--- src/ssao_pkg.sv ---
// package for the slot sample averaging and offset block
// assumes 32-bit APB register access, one register per aligned word
package ssao_pkg;

  localparam int unsigned SSAO_NUM_CH = 4;
  localparam int unsigned SSAO_ADC_W = 16;
  localparam int unsigned SSAO_SUM_W = 27;

  // printed offsets are register indices; byte address is four times the index
  localparam logic [7:0] SSAO_IDX_AVG_CTRL = 8'h15;
  localparam logic [7:0] SSAO_IDX_A_CH1 = 8'h18;
  localparam logic [7:0] SSAO_IDX_A_CH2 = 8'h19;
  localparam logic [7:0] SSAO_IDX_A_CH3 = 8'h1a;
  localparam logic [7:0] SSAO_IDX_A_CH4 = 8'h1b;
  localparam logic [7:0] SSAO_IDX_B_CH1 = 8'h1e;
  localparam logic [7:0] SSAO_IDX_B_CH2 = 8'h1f;
  localparam logic [7:0] SSAO_IDX_B_CH3 = 8'h20;
  // no offset is known for the fourth channel of the second slot
  localparam logic [7:0] SSAO_IDX_B_CH4 = 8'h21;
  localparam logic [7:0] SSAO_IDX_STATUS = 8'h30;

  localparam int unsigned SSAO_A_AVG_LSB = 4;
  localparam int unsigned SSAO_B_AVG_LSB = 8;
  localparam logic [2:0] SSAO_A_AVG_RST = 3'h0;
  localparam logic [2:0] SSAO_B_AVG_RST = 3'h6;
  localparam logic [15:0] SSAO_OFFSET_RST = 16'h2000;
  localparam int unsigned SSAO_ACC_CNT_W = 7;

  function automatic logic [9:0] ssao_byte_addr(input logic [7:0] idx);
    return {idx, 2'b00};
  endfunction

endpackage

--- src/ssao_accum.sv ---
// one slot accumulator: offset subtraction, summing and power-of-two averaging
// assumes samples arrive as single-cycle valid pulses on the system clock
module ssao_accum
  import ssao_pkg::*;
#(
  parameter int unsigned ADC_W = SSAO_ADC_W,
  parameter int unsigned SUM_W = SSAO_SUM_W,
  parameter int unsigned NUM_CH = SSAO_NUM_CH
) (
  // clock and reset
  input wire logic i_clk_sys,
  input wire logic i_reset,
  // configuration
  input wire logic [2:0] i_avg_code,
  input wire logic [NUM_CH*ADC_W-1:0] i_offsets,
  // sample stream
  input wire logic i_smp_valid,
  input wire logic [NUM_CH*ADC_W-1:0] i_smp_data,
  // results
  output logic o_res_valid,
  output logic [NUM_CH*SUM_W-1:0] o_res_sum,
  output logic [NUM_CH*ADC_W-1:0] o_res_avg
);

  logic [SSAO_ACC_CNT_W-1:0] cnt_q;
  logic [SUM_W-1:0] acc_q [NUM_CH];
  logic [SSAO_ACC_CNT_W-1:0] last_cnt;
  logic [SUM_W-1:0] nxt [NUM_CH];

  // averaging group is 2**code samples
  assign last_cnt = SSAO_ACC_CNT_W'((1 << i_avg_code) - 1);

  always_comb begin
    for (int c = 0; c < NUM_CH; c++) begin
      // offset subtracted from raw sample first, negative results clip to zero
      if (i_smp_data[c*ADC_W +: ADC_W] > i_offsets[c*ADC_W +: ADC_W]) begin
        nxt[c] = acc_q[c] + SUM_W'(i_smp_data[c*ADC_W +: ADC_W] - i_offsets[c*ADC_W +: ADC_W]);
      end else begin
        nxt[c] = acc_q[c];
      end
    end
  end

  always_ff @(posedge i_clk_sys or posedge i_reset) begin
    if (i_reset) begin
      cnt_q <= '0;
      for (int c = 0; c < NUM_CH; c++) acc_q[c] <= '0;
    end else if (i_smp_valid) begin
      if (cnt_q >= last_cnt) begin
        cnt_q <= '0;
        for (int c = 0; c < NUM_CH; c++) acc_q[c] <= '0;
      end else begin
        cnt_q <= cnt_q + 1'b1;
        for (int c = 0; c < NUM_CH; c++) acc_q[c] <= nxt[c];
      end
    end
  end

  // one result per group, decimating the rate
  always_ff @(posedge i_clk_sys or posedge i_reset) begin
    if (i_reset) begin
      o_res_valid <= 1'b0;
      o_res_sum <= '0;
      o_res_avg <= '0;
    end else begin
      o_res_valid <= i_smp_valid && (cnt_q >= last_cnt);
      if (i_smp_valid && (cnt_q >= last_cnt)) begin
        for (int c = 0; c < NUM_CH; c++) begin
          o_res_sum[c*SUM_W +: SUM_W] <= nxt[c];
          // average by shifting by the code
          o_res_avg[c*ADC_W +: ADC_W] <= ADC_W'(nxt[c] >> i_avg_code);
        end
      end
    end
  end

endmodule

--- src/ssao_top.sv ---
// top of the slot sample averaging and offset block with its APB register file
// assumes the sample source runs on i_clk_sys; outputs feed data registers elsewhere
//
// Summary of operation
// - codes 3..7 select 8, 16, 32, 64, 128 samples for both slots
// - first slot factor in control bits [6:4], reset zero
// - each channel's offset subtracted from raw sample before processing
// - first slot offsets at indices 0x18 to 0x1b, read/write
// - second slot channels 1..3 offsets at 0x1e, 0x1f, 0x20
// - offset registers reset to 0x2000, the typical setting
// - selected count of samples summed; sum and average both given
// - each slot's result rate decimated by its averaging factor
// - second slot factor in control bits [10:8], reset code 6
module ssao_top
  import ssao_pkg::*;
(
  // clock and reset
  input wire logic i_clk_sys,
  input wire logic i_reset,
  // apb slave
  input wire logic i_psel,
  input wire logic i_penable,
  input wire logic i_pwrite,
  input wire logic [11:0] i_paddr,
  input wire logic [31:0] i_pwdata,
  output logic [31:0] o_prdata,
  output logic o_pready,
  output logic o_pslverr,
  // sample streams
  input wire logic i_a_valid,
  input wire logic [63:0] i_a_data,
  input wire logic i_b_valid,
  input wire logic [63:0] i_b_data,
  // results
  output logic o_a_valid,
  output logic [107:0] o_a_sum,
  output logic [63:0] o_a_avg,
  output logic o_b_valid,
  output logic [107:0] o_b_sum,
  output logic [63:0] o_b_avg
);

  ////////////////////////////////////////////////////////////////////////////
  // registers

  logic [2:0] first_slot_average_factor_q;
  logic [2:0] second_slot_average_factor_q;
  logic [15:0] first_slot_chan1_offset_q;
  logic [15:0] first_slot_chan2_offset_q;
  logic [15:0] first_slot_chan3_offset_q;
  logic [15:0] first_slot_chan4_offset_q;
  logic [15:0] second_slot_chan1_offset_q;
  logic [15:0] second_slot_chan2_offset_q;
  logic [15:0] second_slot_chan3_offset_q;
  logic [15:0] second_slot_chan4_offset_q;
  logic [15:0] a_groups_q;
  logic [15:0] b_groups_q;
  logic wr_en;
  logic rd_en;
  logic [9:0] addr;
  logic hit;
  logic [31:0] rdata;
  logic a_res_valid;
  logic b_res_valid;
  logic [107:0] a_sum;
  logic [107:0] b_sum;
  logic [63:0] a_avg;
  logic [63:0] b_avg;
  // decoded selects and write strobes
  logic sel_ctrl;
  logic sel_a_ch1;
  logic sel_a_ch2;
  logic sel_a_ch3;
  logic sel_a_ch4;
  logic sel_b_ch1;
  logic sel_b_ch2;
  logic sel_b_ch3;
  logic sel_b_ch4;
  logic wr_ctrl;
  logic wr_a_ch1;
  logic wr_a_ch2;
  logic wr_a_ch3;
  logic wr_a_ch4;
  logic wr_b_ch1;
  logic wr_b_ch2;
  logic wr_b_ch3;
  logic wr_b_ch4;
  logic [15:0] wr_word;
  logic [63:0] a_offsets;
  logic [63:0] b_offsets;

  assign addr = i_paddr[11:2];
  // zero wait-state access: pready is high in every access phase
  assign wr_en = i_psel && i_penable && i_pwrite && o_pready;
  assign rd_en = i_psel && !i_penable && !i_pwrite;
  assign wr_word = i_pwdata[15:0];

  ////////////////////////////////////////////////////////////////////////////
  // register decode

  // true when the word index on the bus names the given register
  function automatic logic sel_reg(input logic [9:0] word, input logic [7:0] idx);
    return word == {2'b00, idx};
  endfunction

  assign sel_ctrl = sel_reg(addr, SSAO_IDX_AVG_CTRL);
  assign sel_a_ch1 = sel_reg(addr, SSAO_IDX_A_CH1);
  assign sel_a_ch2 = sel_reg(addr, SSAO_IDX_A_CH2);
  assign sel_a_ch3 = sel_reg(addr, SSAO_IDX_A_CH3);
  assign sel_a_ch4 = sel_reg(addr, SSAO_IDX_A_CH4);
  assign sel_b_ch1 = sel_reg(addr, SSAO_IDX_B_CH1);
  assign sel_b_ch2 = sel_reg(addr, SSAO_IDX_B_CH2);
  assign sel_b_ch3 = sel_reg(addr, SSAO_IDX_B_CH3);
  assign sel_b_ch4 = sel_reg(addr, SSAO_IDX_B_CH4);

  // a write takes effect only at the access edge
  assign wr_ctrl = wr_en && sel_ctrl;
  assign wr_a_ch1 = wr_en && sel_a_ch1;
  assign wr_a_ch2 = wr_en && sel_a_ch2;
  assign wr_a_ch3 = wr_en && sel_a_ch3;
  assign wr_a_ch4 = wr_en && sel_a_ch4;
  assign wr_b_ch1 = wr_en && sel_b_ch1;
  assign wr_b_ch2 = wr_en && sel_b_ch2;
  assign wr_b_ch3 = wr_en && sel_b_ch3;
  assign wr_b_ch4 = wr_en && sel_b_ch4;

  // offsets of one slot side by side, channel 1 lowest
  assign a_offsets = {first_slot_chan4_offset_q, first_slot_chan3_offset_q,
                      first_slot_chan2_offset_q, first_slot_chan1_offset_q};
  assign b_offsets = {second_slot_chan4_offset_q, second_slot_chan3_offset_q,
                      second_slot_chan2_offset_q, second_slot_chan1_offset_q};

  ////////////////////////////////////////////////////////////////////////////
  // register read

  always_comb begin
    hit = 1'b1;
    rdata = 32'h0000_0000;
    case (addr)
      ssao_byte_addr(SSAO_IDX_AVG_CTRL) >> 2:
        rdata = {21'h00_0000, second_slot_average_factor_q, 1'b0,
                 first_slot_average_factor_q, 4'h0};
      ssao_byte_addr(SSAO_IDX_A_CH1) >> 2: rdata = {16'h0000, first_slot_chan1_offset_q};
      ssao_byte_addr(SSAO_IDX_A_CH2) >> 2: rdata = {16'h0000, first_slot_chan2_offset_q};
      ssao_byte_addr(SSAO_IDX_A_CH3) >> 2: rdata = {16'h0000, first_slot_chan3_offset_q};
      ssao_byte_addr(SSAO_IDX_A_CH4) >> 2: rdata = {16'h0000, first_slot_chan4_offset_q};
      ssao_byte_addr(SSAO_IDX_B_CH1) >> 2: rdata = {16'h0000, second_slot_chan1_offset_q};
      ssao_byte_addr(SSAO_IDX_B_CH2) >> 2: rdata = {16'h0000, second_slot_chan2_offset_q};
      ssao_byte_addr(SSAO_IDX_B_CH3) >> 2: rdata = {16'h0000, second_slot_chan3_offset_q};
      ssao_byte_addr(SSAO_IDX_B_CH4) >> 2: rdata = {16'h0000, second_slot_chan4_offset_q};
      ssao_byte_addr(SSAO_IDX_STATUS) >> 2: rdata = {b_groups_q, a_groups_q};
      default: hit = 1'b0;
    endcase
  end

  ////////////////////////////////////////////////////////////////////////////
  // register write; reserved control bits are ignored

  // averaging codes of both slots
  always_ff @(posedge i_clk_sys or posedge i_reset) begin
    if (i_reset) begin
      first_slot_average_factor_q <= SSAO_A_AVG_RST;
    end else if (wr_ctrl) begin
      first_slot_average_factor_q <= i_pwdata[SSAO_A_AVG_LSB +: 3];
    end
  end

  always_ff @(posedge i_clk_sys or posedge i_reset) begin
    if (i_reset) begin
      second_slot_average_factor_q <= SSAO_B_AVG_RST;
    end else if (wr_ctrl) begin
      second_slot_average_factor_q <= i_pwdata[SSAO_B_AVG_LSB +: 3];
    end
  end

  // first slot offsets
  always_ff @(posedge i_clk_sys or posedge i_reset) begin
    if (i_reset) begin
      first_slot_chan1_offset_q <= SSAO_OFFSET_RST;
    end else if (wr_a_ch1) begin
      first_slot_chan1_offset_q <= wr_word;
    end
  end

  always_ff @(posedge i_clk_sys or posedge i_reset) begin
    if (i_reset) begin
      first_slot_chan2_offset_q <= SSAO_OFFSET_RST;
    end else if (wr_a_ch2) begin
      first_slot_chan2_offset_q <= wr_word;
    end
  end

  always_ff @(posedge i_clk_sys or posedge i_reset) begin
    if (i_reset) begin
      first_slot_chan3_offset_q <= SSAO_OFFSET_RST;
    end else if (wr_a_ch3) begin
      first_slot_chan3_offset_q <= wr_word;
    end
  end

  always_ff @(posedge i_clk_sys or posedge i_reset) begin
    if (i_reset) begin
      first_slot_chan4_offset_q <= SSAO_OFFSET_RST;
    end else if (wr_a_ch4) begin
      first_slot_chan4_offset_q <= wr_word;
    end
  end

  // second slot offsets; the fourth channel's index is a local choice
  always_ff @(posedge i_clk_sys or posedge i_reset) begin
    if (i_reset) begin
      second_slot_chan1_offset_q <= SSAO_OFFSET_RST;
    end else if (wr_b_ch1) begin
      second_slot_chan1_offset_q <= wr_word;
    end
  end

  always_ff @(posedge i_clk_sys or posedge i_reset) begin
    if (i_reset) begin
      second_slot_chan2_offset_q <= SSAO_OFFSET_RST;
    end else if (wr_b_ch2) begin
      second_slot_chan2_offset_q <= wr_word;
    end
  end

  always_ff @(posedge i_clk_sys or posedge i_reset) begin
    if (i_reset) begin
      second_slot_chan3_offset_q <= SSAO_OFFSET_RST;
    end else if (wr_b_ch3) begin
      second_slot_chan3_offset_q <= wr_word;
    end
  end

  always_ff @(posedge i_clk_sys or posedge i_reset) begin
    if (i_reset) begin
      second_slot_chan4_offset_q <= SSAO_OFFSET_RST;
    end else if (wr_b_ch4) begin
      second_slot_chan4_offset_q <= wr_word;
    end
  end

  ////////////////////////////////////////////////////////////////////////////
  // apb answer: zero wait states, ready in the first access cycle

  always_ff @(posedge i_clk_sys or posedge i_reset) begin
    if (i_reset) begin
      o_pready <= 1'b0;
    end else begin
      o_pready <= i_psel && !i_penable;
    end
  end

  // unmapped index answers with an error, the write is dropped
  always_ff @(posedge i_clk_sys or posedge i_reset) begin
    if (i_reset) begin
      o_pslverr <= 1'b0;
    end else begin
      o_pslverr <= i_psel && !i_penable && !hit;
    end
  end

  // read data is taken in the setup cycle and holds until the next read
  always_ff @(posedge i_clk_sys or posedge i_reset) begin
    if (i_reset) begin
      o_prdata <= 32'h0000_0000;
    end else if (rd_en) begin
      o_prdata <= rdata;
    end
  end

  ////////////////////////////////////////////////////////////////////////////
  // slot datapaths

  ssao_accum u_acc_a (
    .i_clk_sys(i_clk_sys),
    .i_reset(i_reset),
    .i_avg_code(first_slot_average_factor_q),
    .i_offsets(a_offsets),
    .i_smp_valid(i_a_valid),
    .i_smp_data(i_a_data),
    .o_res_valid(a_res_valid),
    .o_res_sum(a_sum),
    .o_res_avg(a_avg)
  );

  ssao_accum u_acc_b (
    .i_clk_sys(i_clk_sys),
    .i_reset(i_reset),
    .i_avg_code(second_slot_average_factor_q),
    .i_offsets(b_offsets),
    .i_smp_valid(i_b_valid),
    .i_smp_data(i_b_data),
    .o_res_valid(b_res_valid),
    .o_res_sum(b_sum),
    .o_res_avg(b_avg)
  );

  ////////////////////////////////////////////////////////////////////////////
  // result outputs, one register stage after each slot datapath

  // slot a results
  always_ff @(posedge i_clk_sys or posedge i_reset) begin
    if (i_reset) begin
      o_a_valid <= 1'b0;
      o_a_sum <= '0;
      o_a_avg <= '0;
    end else begin
      o_a_valid <= a_res_valid;
      o_a_sum <= a_sum;
      o_a_avg <= a_avg;
    end
  end

  // slot b results
  always_ff @(posedge i_clk_sys or posedge i_reset) begin
    if (i_reset) begin
      o_b_valid <= 1'b0;
      o_b_sum <= '0;
      o_b_avg <= '0;
    end else begin
      o_b_valid <= b_res_valid;
      o_b_sum <= b_sum;
      o_b_avg <= b_avg;
    end
  end

  ////////////////////////////////////////////////////////////////////////////
  // status: completed groups per slot, wrapping

  always_ff @(posedge i_clk_sys or posedge i_reset) begin
    if (i_reset) begin
      a_groups_q <= 16'h0000;
    end else if (a_res_valid) begin
      a_groups_q <= a_groups_q + 16'h0001;
    end
  end

  always_ff @(posedge i_clk_sys or posedge i_reset) begin
    if (i_reset) begin
      b_groups_q <= 16'h0000;
    end else if (b_res_valid) begin
      b_groups_q <= b_groups_q + 16'h0001;
    end
  end

endmodule

--- config.mk ---
export PLATFORM = sky130hd
export DESIGN_NAME = ssao_top
export DESIGN_NICKNAME = d
export VERILOG_FILES = /design/src/ssao_pkg.sv /design/src/ssao_accum.sv /design/src/ssao_top.sv
export SDC_FILE = /design/constraint.sdc
export NUM_CORES = 2
export LEC_CHECK = 0
export BUFFER_PORTS_ARGS = -buffer_cell sky130_fd_sc_hd__buf_2
export CORE_MARGIN = 4
export CORE_UTILIZATION = 54
export CTS_BUF_LIST = sky130_fd_sc_hd__clkbuf_4 sky130_fd_sc_hd__clkbuf_8
export CTS_CLUSTER_DIAMETER = 60
export DETAILED_ROUTE_END_ITERATION = 8
export PLACE_DENSITY = 0.79
export SLEW_MARGIN = 20
export SYNTH_ARGS = -nofsm -noshare
export SYNTH_HDL_FRONTEND = slang
export SYNTH_SLANG_ARGS = --single-unit
export TNS_END_PERCENT = 30
--- constraint.sdc ---
create_clock -name i_clk_sys -period 49.7 [get_ports i_clk_sys]
set_input_delay 2.485 -clock i_clk_sys [delete_from_list [all_inputs] [get_ports i_clk_sys]]
set_output_delay 2.485 -clock i_clk_sys [all_outputs]
set_load 0.05 [all_outputs]
* Word-level counts from Yosys, hierarchy flattened
Cells that the tools add are included.
Storage, ports and cells: bits in registers 1122, bits of input ports 179, output and inout bits 380, word-level logic and storage cells 124
Operators by class: $add $sub $neg 22, magnitude comparators 10, eq/ne operators 10, shift-type cells 10, muxes and demuxes 14, reductions and logical operators 21
Operator list (count):
- one-hot mux 32 bit (10 select lines) | 1
- adder 27 bit | 8
- two-way mux 108 bit | 2
- two-way mux 27 bit | 8
- right shift 27 x 3 -> 16 bit | 8
- subtractor 16 x 16 -> 17 bit | 8
- greater-than comparator 16 bit | 8
- equality test 10 x 5 -> 1 bit (second input constant) | 7
- adder 16 x 1 -> 16 bit (second input constant) | 2
- equality test 10 x 6 -> 1 bit (second input constant) | 3
- logical AND 1 bit | 17
- adder 7 x 1 -> 7 bit (second input constant) | 2
- >= comparator 7 bit | 2
- two-way mux 7 bit | 2
- left shift 1 x 3 -> 7 bit (first input constant) | 2
- subtractor 7 x 2 -> 7 bit (second input constant) | 2
- OR reduction 10 bit | 1
- zero test 1 bit | 3
- two-way mux 1 bit | 1

* Longest topological paths before layout
depth after elaboration 5, depth in mapped cells 26, gate-level depth less buffers 25

* Modules after synthesis
From an unflattened synthesis, not the netlist that was laid out.
Second synthesis, totals: cell total of the unflattened synthesis 6256, area, all modules 63698.6 sq um
By module, submodules not included:
- ssao_accum at u_acc_a | instances 1, cells an instance 2583, area each 22955.8 sq um, seq. area each 7206.9 sq um
- ssao_accum at u_acc_b | instances 1, cells an instance 2613, area each 22920.7 sq um, seq. area each 7206.9 sq um
- ssao_top | instances 1, cells an instance 1060, area each 17822.1 sq um, seq. area each 13675.6 sq um

* Worst setup path before layout
OpenSTA, ideal clock, no wires.
kind input to register, start point input i_b_data[48], end point register u_acc_b.o_res_avg[58], setup time 0.126 ns, arrival time 6.918 ns, data required time 49.574 ns, setup slack 42.655 ns, stages on the path 26, path buffers 1, cell sequence inv_1 ha_1 inv_1 fa_1 a21o_1 a21oi_1 o21bai_1 a21oi_1 o21ai_0 a21oi_1 o21ai_0 a31o_2 a21oi_1 xnor2_1 ha_1 and2_1 clkbuf_1 and3_1 o21ai_0 o311ai_1 nor2_1 nand3b_1 a21boi_1 a21oi_1 mux2_2 a221o_1
Between the ends: cells in the longest elaborated chain, start to end 4, elaborated cells on any way between the ends 5, those cells by class 2 x add/sub; 1 x order compare; 1 x shift; 1 x mux
RTL lines:
- start: declaration | RTL line ssao_top.sv:33 | input wire logic [63:0] i_b_data,
- subtractor 16 x 16 -> 17 bit | RTL line ssao_accum.sv:37 | nxt[c] = acc_q[c] + SUM_W'(i_smp_data[c*ADC_W +: ADC_W] - i_offsets[c*ADC_W +: ADC_W]);
- adder 27 bit | RTL line ssao_accum.sv:37
- two-way mux 27 bit * | RTL line ssao_accum.sv:36 | if (i_smp_data[c*ADC_W +: ADC_W] > i_offsets[c*ADC_W +: ADC_W]) begin
- right shift 27 x 3 -> 16 bit * | RTL line ssao_accum.sv:71 | o_res_avg[c*ADC_W +: ADC_W] <= ADC_W'(nxt[c] >> i_avg_code);
- end signal: indexed assignment | RTL line ssao_accum.sv:71
- end: declaration | RTL line ssao_accum.sv:22 | output logic [NUM_CH*ADC_W-1:0] o_res_avg
Mark *: on every way between the ends. The rest lies on a longest branch, timed or not. A chain may end at the register's enable or synchronous reset.

* Worst setup path in the final report
start point input i_a_data[16], end point register u_acc_a.o_res_avg[30]
Between the ends: cells in the longest elaborated chain, start to end 4, elaborated cells on any way between the ends 5, those cells by class 2 x add/sub; 1 x order compare; 1 x shift; 1 x mux
RTL lines:
- start: declaration | RTL line ssao_top.sv:31 | input wire logic [63:0] i_a_data,
- subtractor 16 x 16 -> 17 bit | RTL line ssao_accum.sv:37
- adder 27 bit | RTL line ssao_accum.sv:37
- two-way mux 27 bit * | RTL line ssao_accum.sv:36
- right shift 27 x 3 -> 16 bit * | RTL line ssao_accum.sv:71
- end signal: indexed assignment | RTL line ssao_accum.sv:71
- end: declaration | RTL line ssao_accum.sv:22
Marked as above.

==> results.toml <==
[outcome]
status = "finished, final reports clean"

[logic_synthesis]
syn_nets = 6918
avgSynthCellArea_um2 = 9.919
synth_cell_type_count = 109
synth_top_area_share_pct = 44.19
ys_seq_elements = 1122
synth_area_leader_cell = "dfrtp_1"
synth_ff_type = "dfrtp_1"
syn_inst = 6348
ys_top_cells_by_area = "dfrtp_1, ha_1, mux2i_1, nand2_1, o21ai_0"
ys_seq_area_share_pct = 44.61
synth_most_common_cell = "dfrtp_1"
ys_warn_count = 0
synthTopCellsByCount = "dfrtp_1, nand2_1, o21ai_0, nor2_1, ha_1"
synthArstFlopShare_pct = 100.0
synth_edf_count = 0
syn-cell-area_um2 = 62970

[setup_path]
end_kind = "register"
rrSetupSlack_ns = 43.24
crit_type = "input pin to register"
cp.required_ns = 50.47
critPathMaxFanout = 7
startpoint_type = "input pin"
arrival_ns = 8.05

[power]
vdd_ir_drop_max_mv = 0.02472
p_sw_uw = 925.4
leakage_nw = 36.19
power_mw = 2.697
clockPowerShare_pct = 33.9
p_per_area_nw_per_um2 = 37.85
p_int_mw = 1.772
p_comb_share_pct = 29.2
swShare_pct = 34.31
seq_power_share_pct = 36.9

[route]
num_vias = 53021
wl_per_cell_um = 23.36
first_iter_violations = 5320
drt-total-wl_um = 199100
viasPerCell = 6.219
drc = 0
dr.pass1.iters = 5
drtAntennaViolNets = 0

[cells_and_area]
layout-drive-gt1-share_pct = 17.20
syn_to_final_growth_pct = 13.17
fin_nets = 7405

[grt]
grt_use_total_pct = 31.93
overflow = 0
grt_pass1_wl_um = 301100
antenna_found_initial = 39
first_global_vias = 51100
grt_max_degree = 174

[sta]
period_needed_ns = 7.277
setup_tns_ns = 0
rsz0062_at_grt = "no"
final_hold_viol_count = 0
maxSlewViolCount = 0
fin_skew_ns = 0.06789
slew_headroom_pct = 23.53
period_share_pct = 14.64
finalSetupViolations = 0
max_freq_mhz = 137.4
worstMarginPinSlew_ns = 1.137

[clock_tree]
postCtsSetupBuffers = 0
clock_path_buffers = 3
htree_levels = 4
clockRootBuffer = "clkbuf_8"
clk_latency_ns = 0.89
cts_tree = "yes"
cts_hold_buf = 0
clk_pin_slew_ns = 0.07
numClockSinks = 1122
cts_resized = 0
numCtsBuffers = 182

[place]
place_congestion = 0.9751
dpl.hpwl_um = 147800
port_buffers = 540

[die]
coreArea_um2 = 116000
die_h_um = 349.5
io_pins = 559
start_util_pct = 54.26
dieArea_um2 = 122100
rows = 125
die_w_um = 349.5

[flow_run]
maxCapViolations = 0

[hold_path]
hp-class = "register to register"
[layout by cell type (no fill, tap or decap), types with 38 or more instances in the layout]
cell and count:
o2bb2ai_1 59, mux2i_1 299, a221oi_1 38, dfrtp_1 1109
clkbuf_8 230, o21a_1 65, nor3_1 94, buf_4 68
ha_1 375, o221ai_1 42, inv_1 250, nand4_1 55
nor2_1 410, mux2_2 110, a21o_1 158, nand2_1 786
a21oi_1 322, a31oi_1 76, o21ai_0 494, a211oi_1 53
and3_1 41, xor2_1 89, xnor2_1 205, buf_2 540
a22o_1 98, nand3_1 108, o31ai_1 38, mux4_2 48
[worst paths after layout]
| check | end | from | cells after the start |
|---|---|---|---|
| max | u_acc_a.o_res_avg[30] | i_a_data[16] | 24 |
| min | o_a_sum[1] | u_acc_a.o_res_sum[1] | 0 |
| max reg2reg | u_acc_a.o_res_avg[46] | first_slot_average_factor_q[0] | 16 |
| min reg2reg | o_a_sum[1] | u_acc_a.o_res_sum[1] | 0 |
| max in group asynchronous | o_b_sum[63] | i_reset | 6 |
| min in group asynchronous | u_acc_b.acc_q[79] | i_reset | 2 |
[layout make-up]
cell class	count	area, µm²
Fill cell	9543	44790
Clock buffer	264	3421
Inverter	258	977.2
Antenna cell	25	62.56
Tap cell	1524	1907
Multi-Input combinational cell	4659	32770
Clock inverter	61	754.5
Timing Repair Buffer	612	3267
Sequential cell	1122	28100
[cells by family after synthesis]
kind of cell,Yosys count,share of synthesized area (%)
xor+xnor,294,4.089
fa+ha+maj,391,7.960
compound gates,1806,19.26
flops,1122,44.61
mux,462,8.546
simple gates,1706,11.94
buf+inv,567,3.593
[through the flow]
step                instances  hold slack (ns)  instance area (µm²)  worst slack, ns  util [%]
detailed placement       8175           0.3583                67000            41.61     57.73
CTS                      8500           0.3696                71170            42.54     61.33
finish                   8525           0.3508                71260            42.42     61.40
global route             8511           0.3749                71220            42.18     61.37
floorplan                6348           0.3461                62970            15.64         -
global placement         8175           0.3575                66990            41.68     57.72
[per-layer routing]
layer  GRT usage (%)  wire [µm]  vias up  share of wire (%)
met5               0         99        -              0.050
met4           17.61      11720       16                5.9
met3           7.389      18850      538                9.5
met2           48.86      88540     2596                 44
met1           42.23      79890    25842                 40
li1                -          -    24029                  -
[worst max-delay path, cell delays in order]
cell and delay [ns]:
buf_2 0.09, inv_1 0.05, ha_1 0.20, fa_1 0.40
nor2b_1 0.13, o21ai_0 0.09, a21boi_0 0.26, o21a_1 0.21
o21a_1 0.19, a21o_1 0.13, a21oi_1 0.10, o21ai_0 0.37
xor2_1 0.17, ha_1 0.42, nand2_1 0.07, o21ai_0 0.51
o21a_1 0.27, and3b_1 0.20, o21a_1 0.16, xor2_1 0.08
mux2i_1 0.73, mux4_2 0.40, nor2_1 0.04, a211o_1 0.28
[registers in the layout, summed over array words and instances (netlist names), 64 cells and up]
| name | flops |
|---|---|
| u_acc_a.acc_q | 108 |
| o_b_avg | 64 |
| o_b_sum | 108 |
| u_acc_a.o_res_avg | 64 |
| o_a_sum | 108 |
| u_acc_b.o_res_avg | 64 |
| u_acc_b.acc_q | 108 |
| u_acc_b.o_res_sum | 108 |
| o_a_avg | 64 |
| u_acc_a.o_res_sum | 108 |
[power groups by stage]
stage | registers, mW | clock network, mW | logic [mW]
floorplan | 1.01 | 0 | 0.552
global placement | 1.01 | 0 | 0.746
detailed placement | 1.01 | 0 | 0.763
CTS | 0.994 | 0.925 | 0.769
global route | 1.00 | 0.966 | 0.854
finish | 0.996 | 0.913 | 0.788
(Power assumes the default switching activity.)
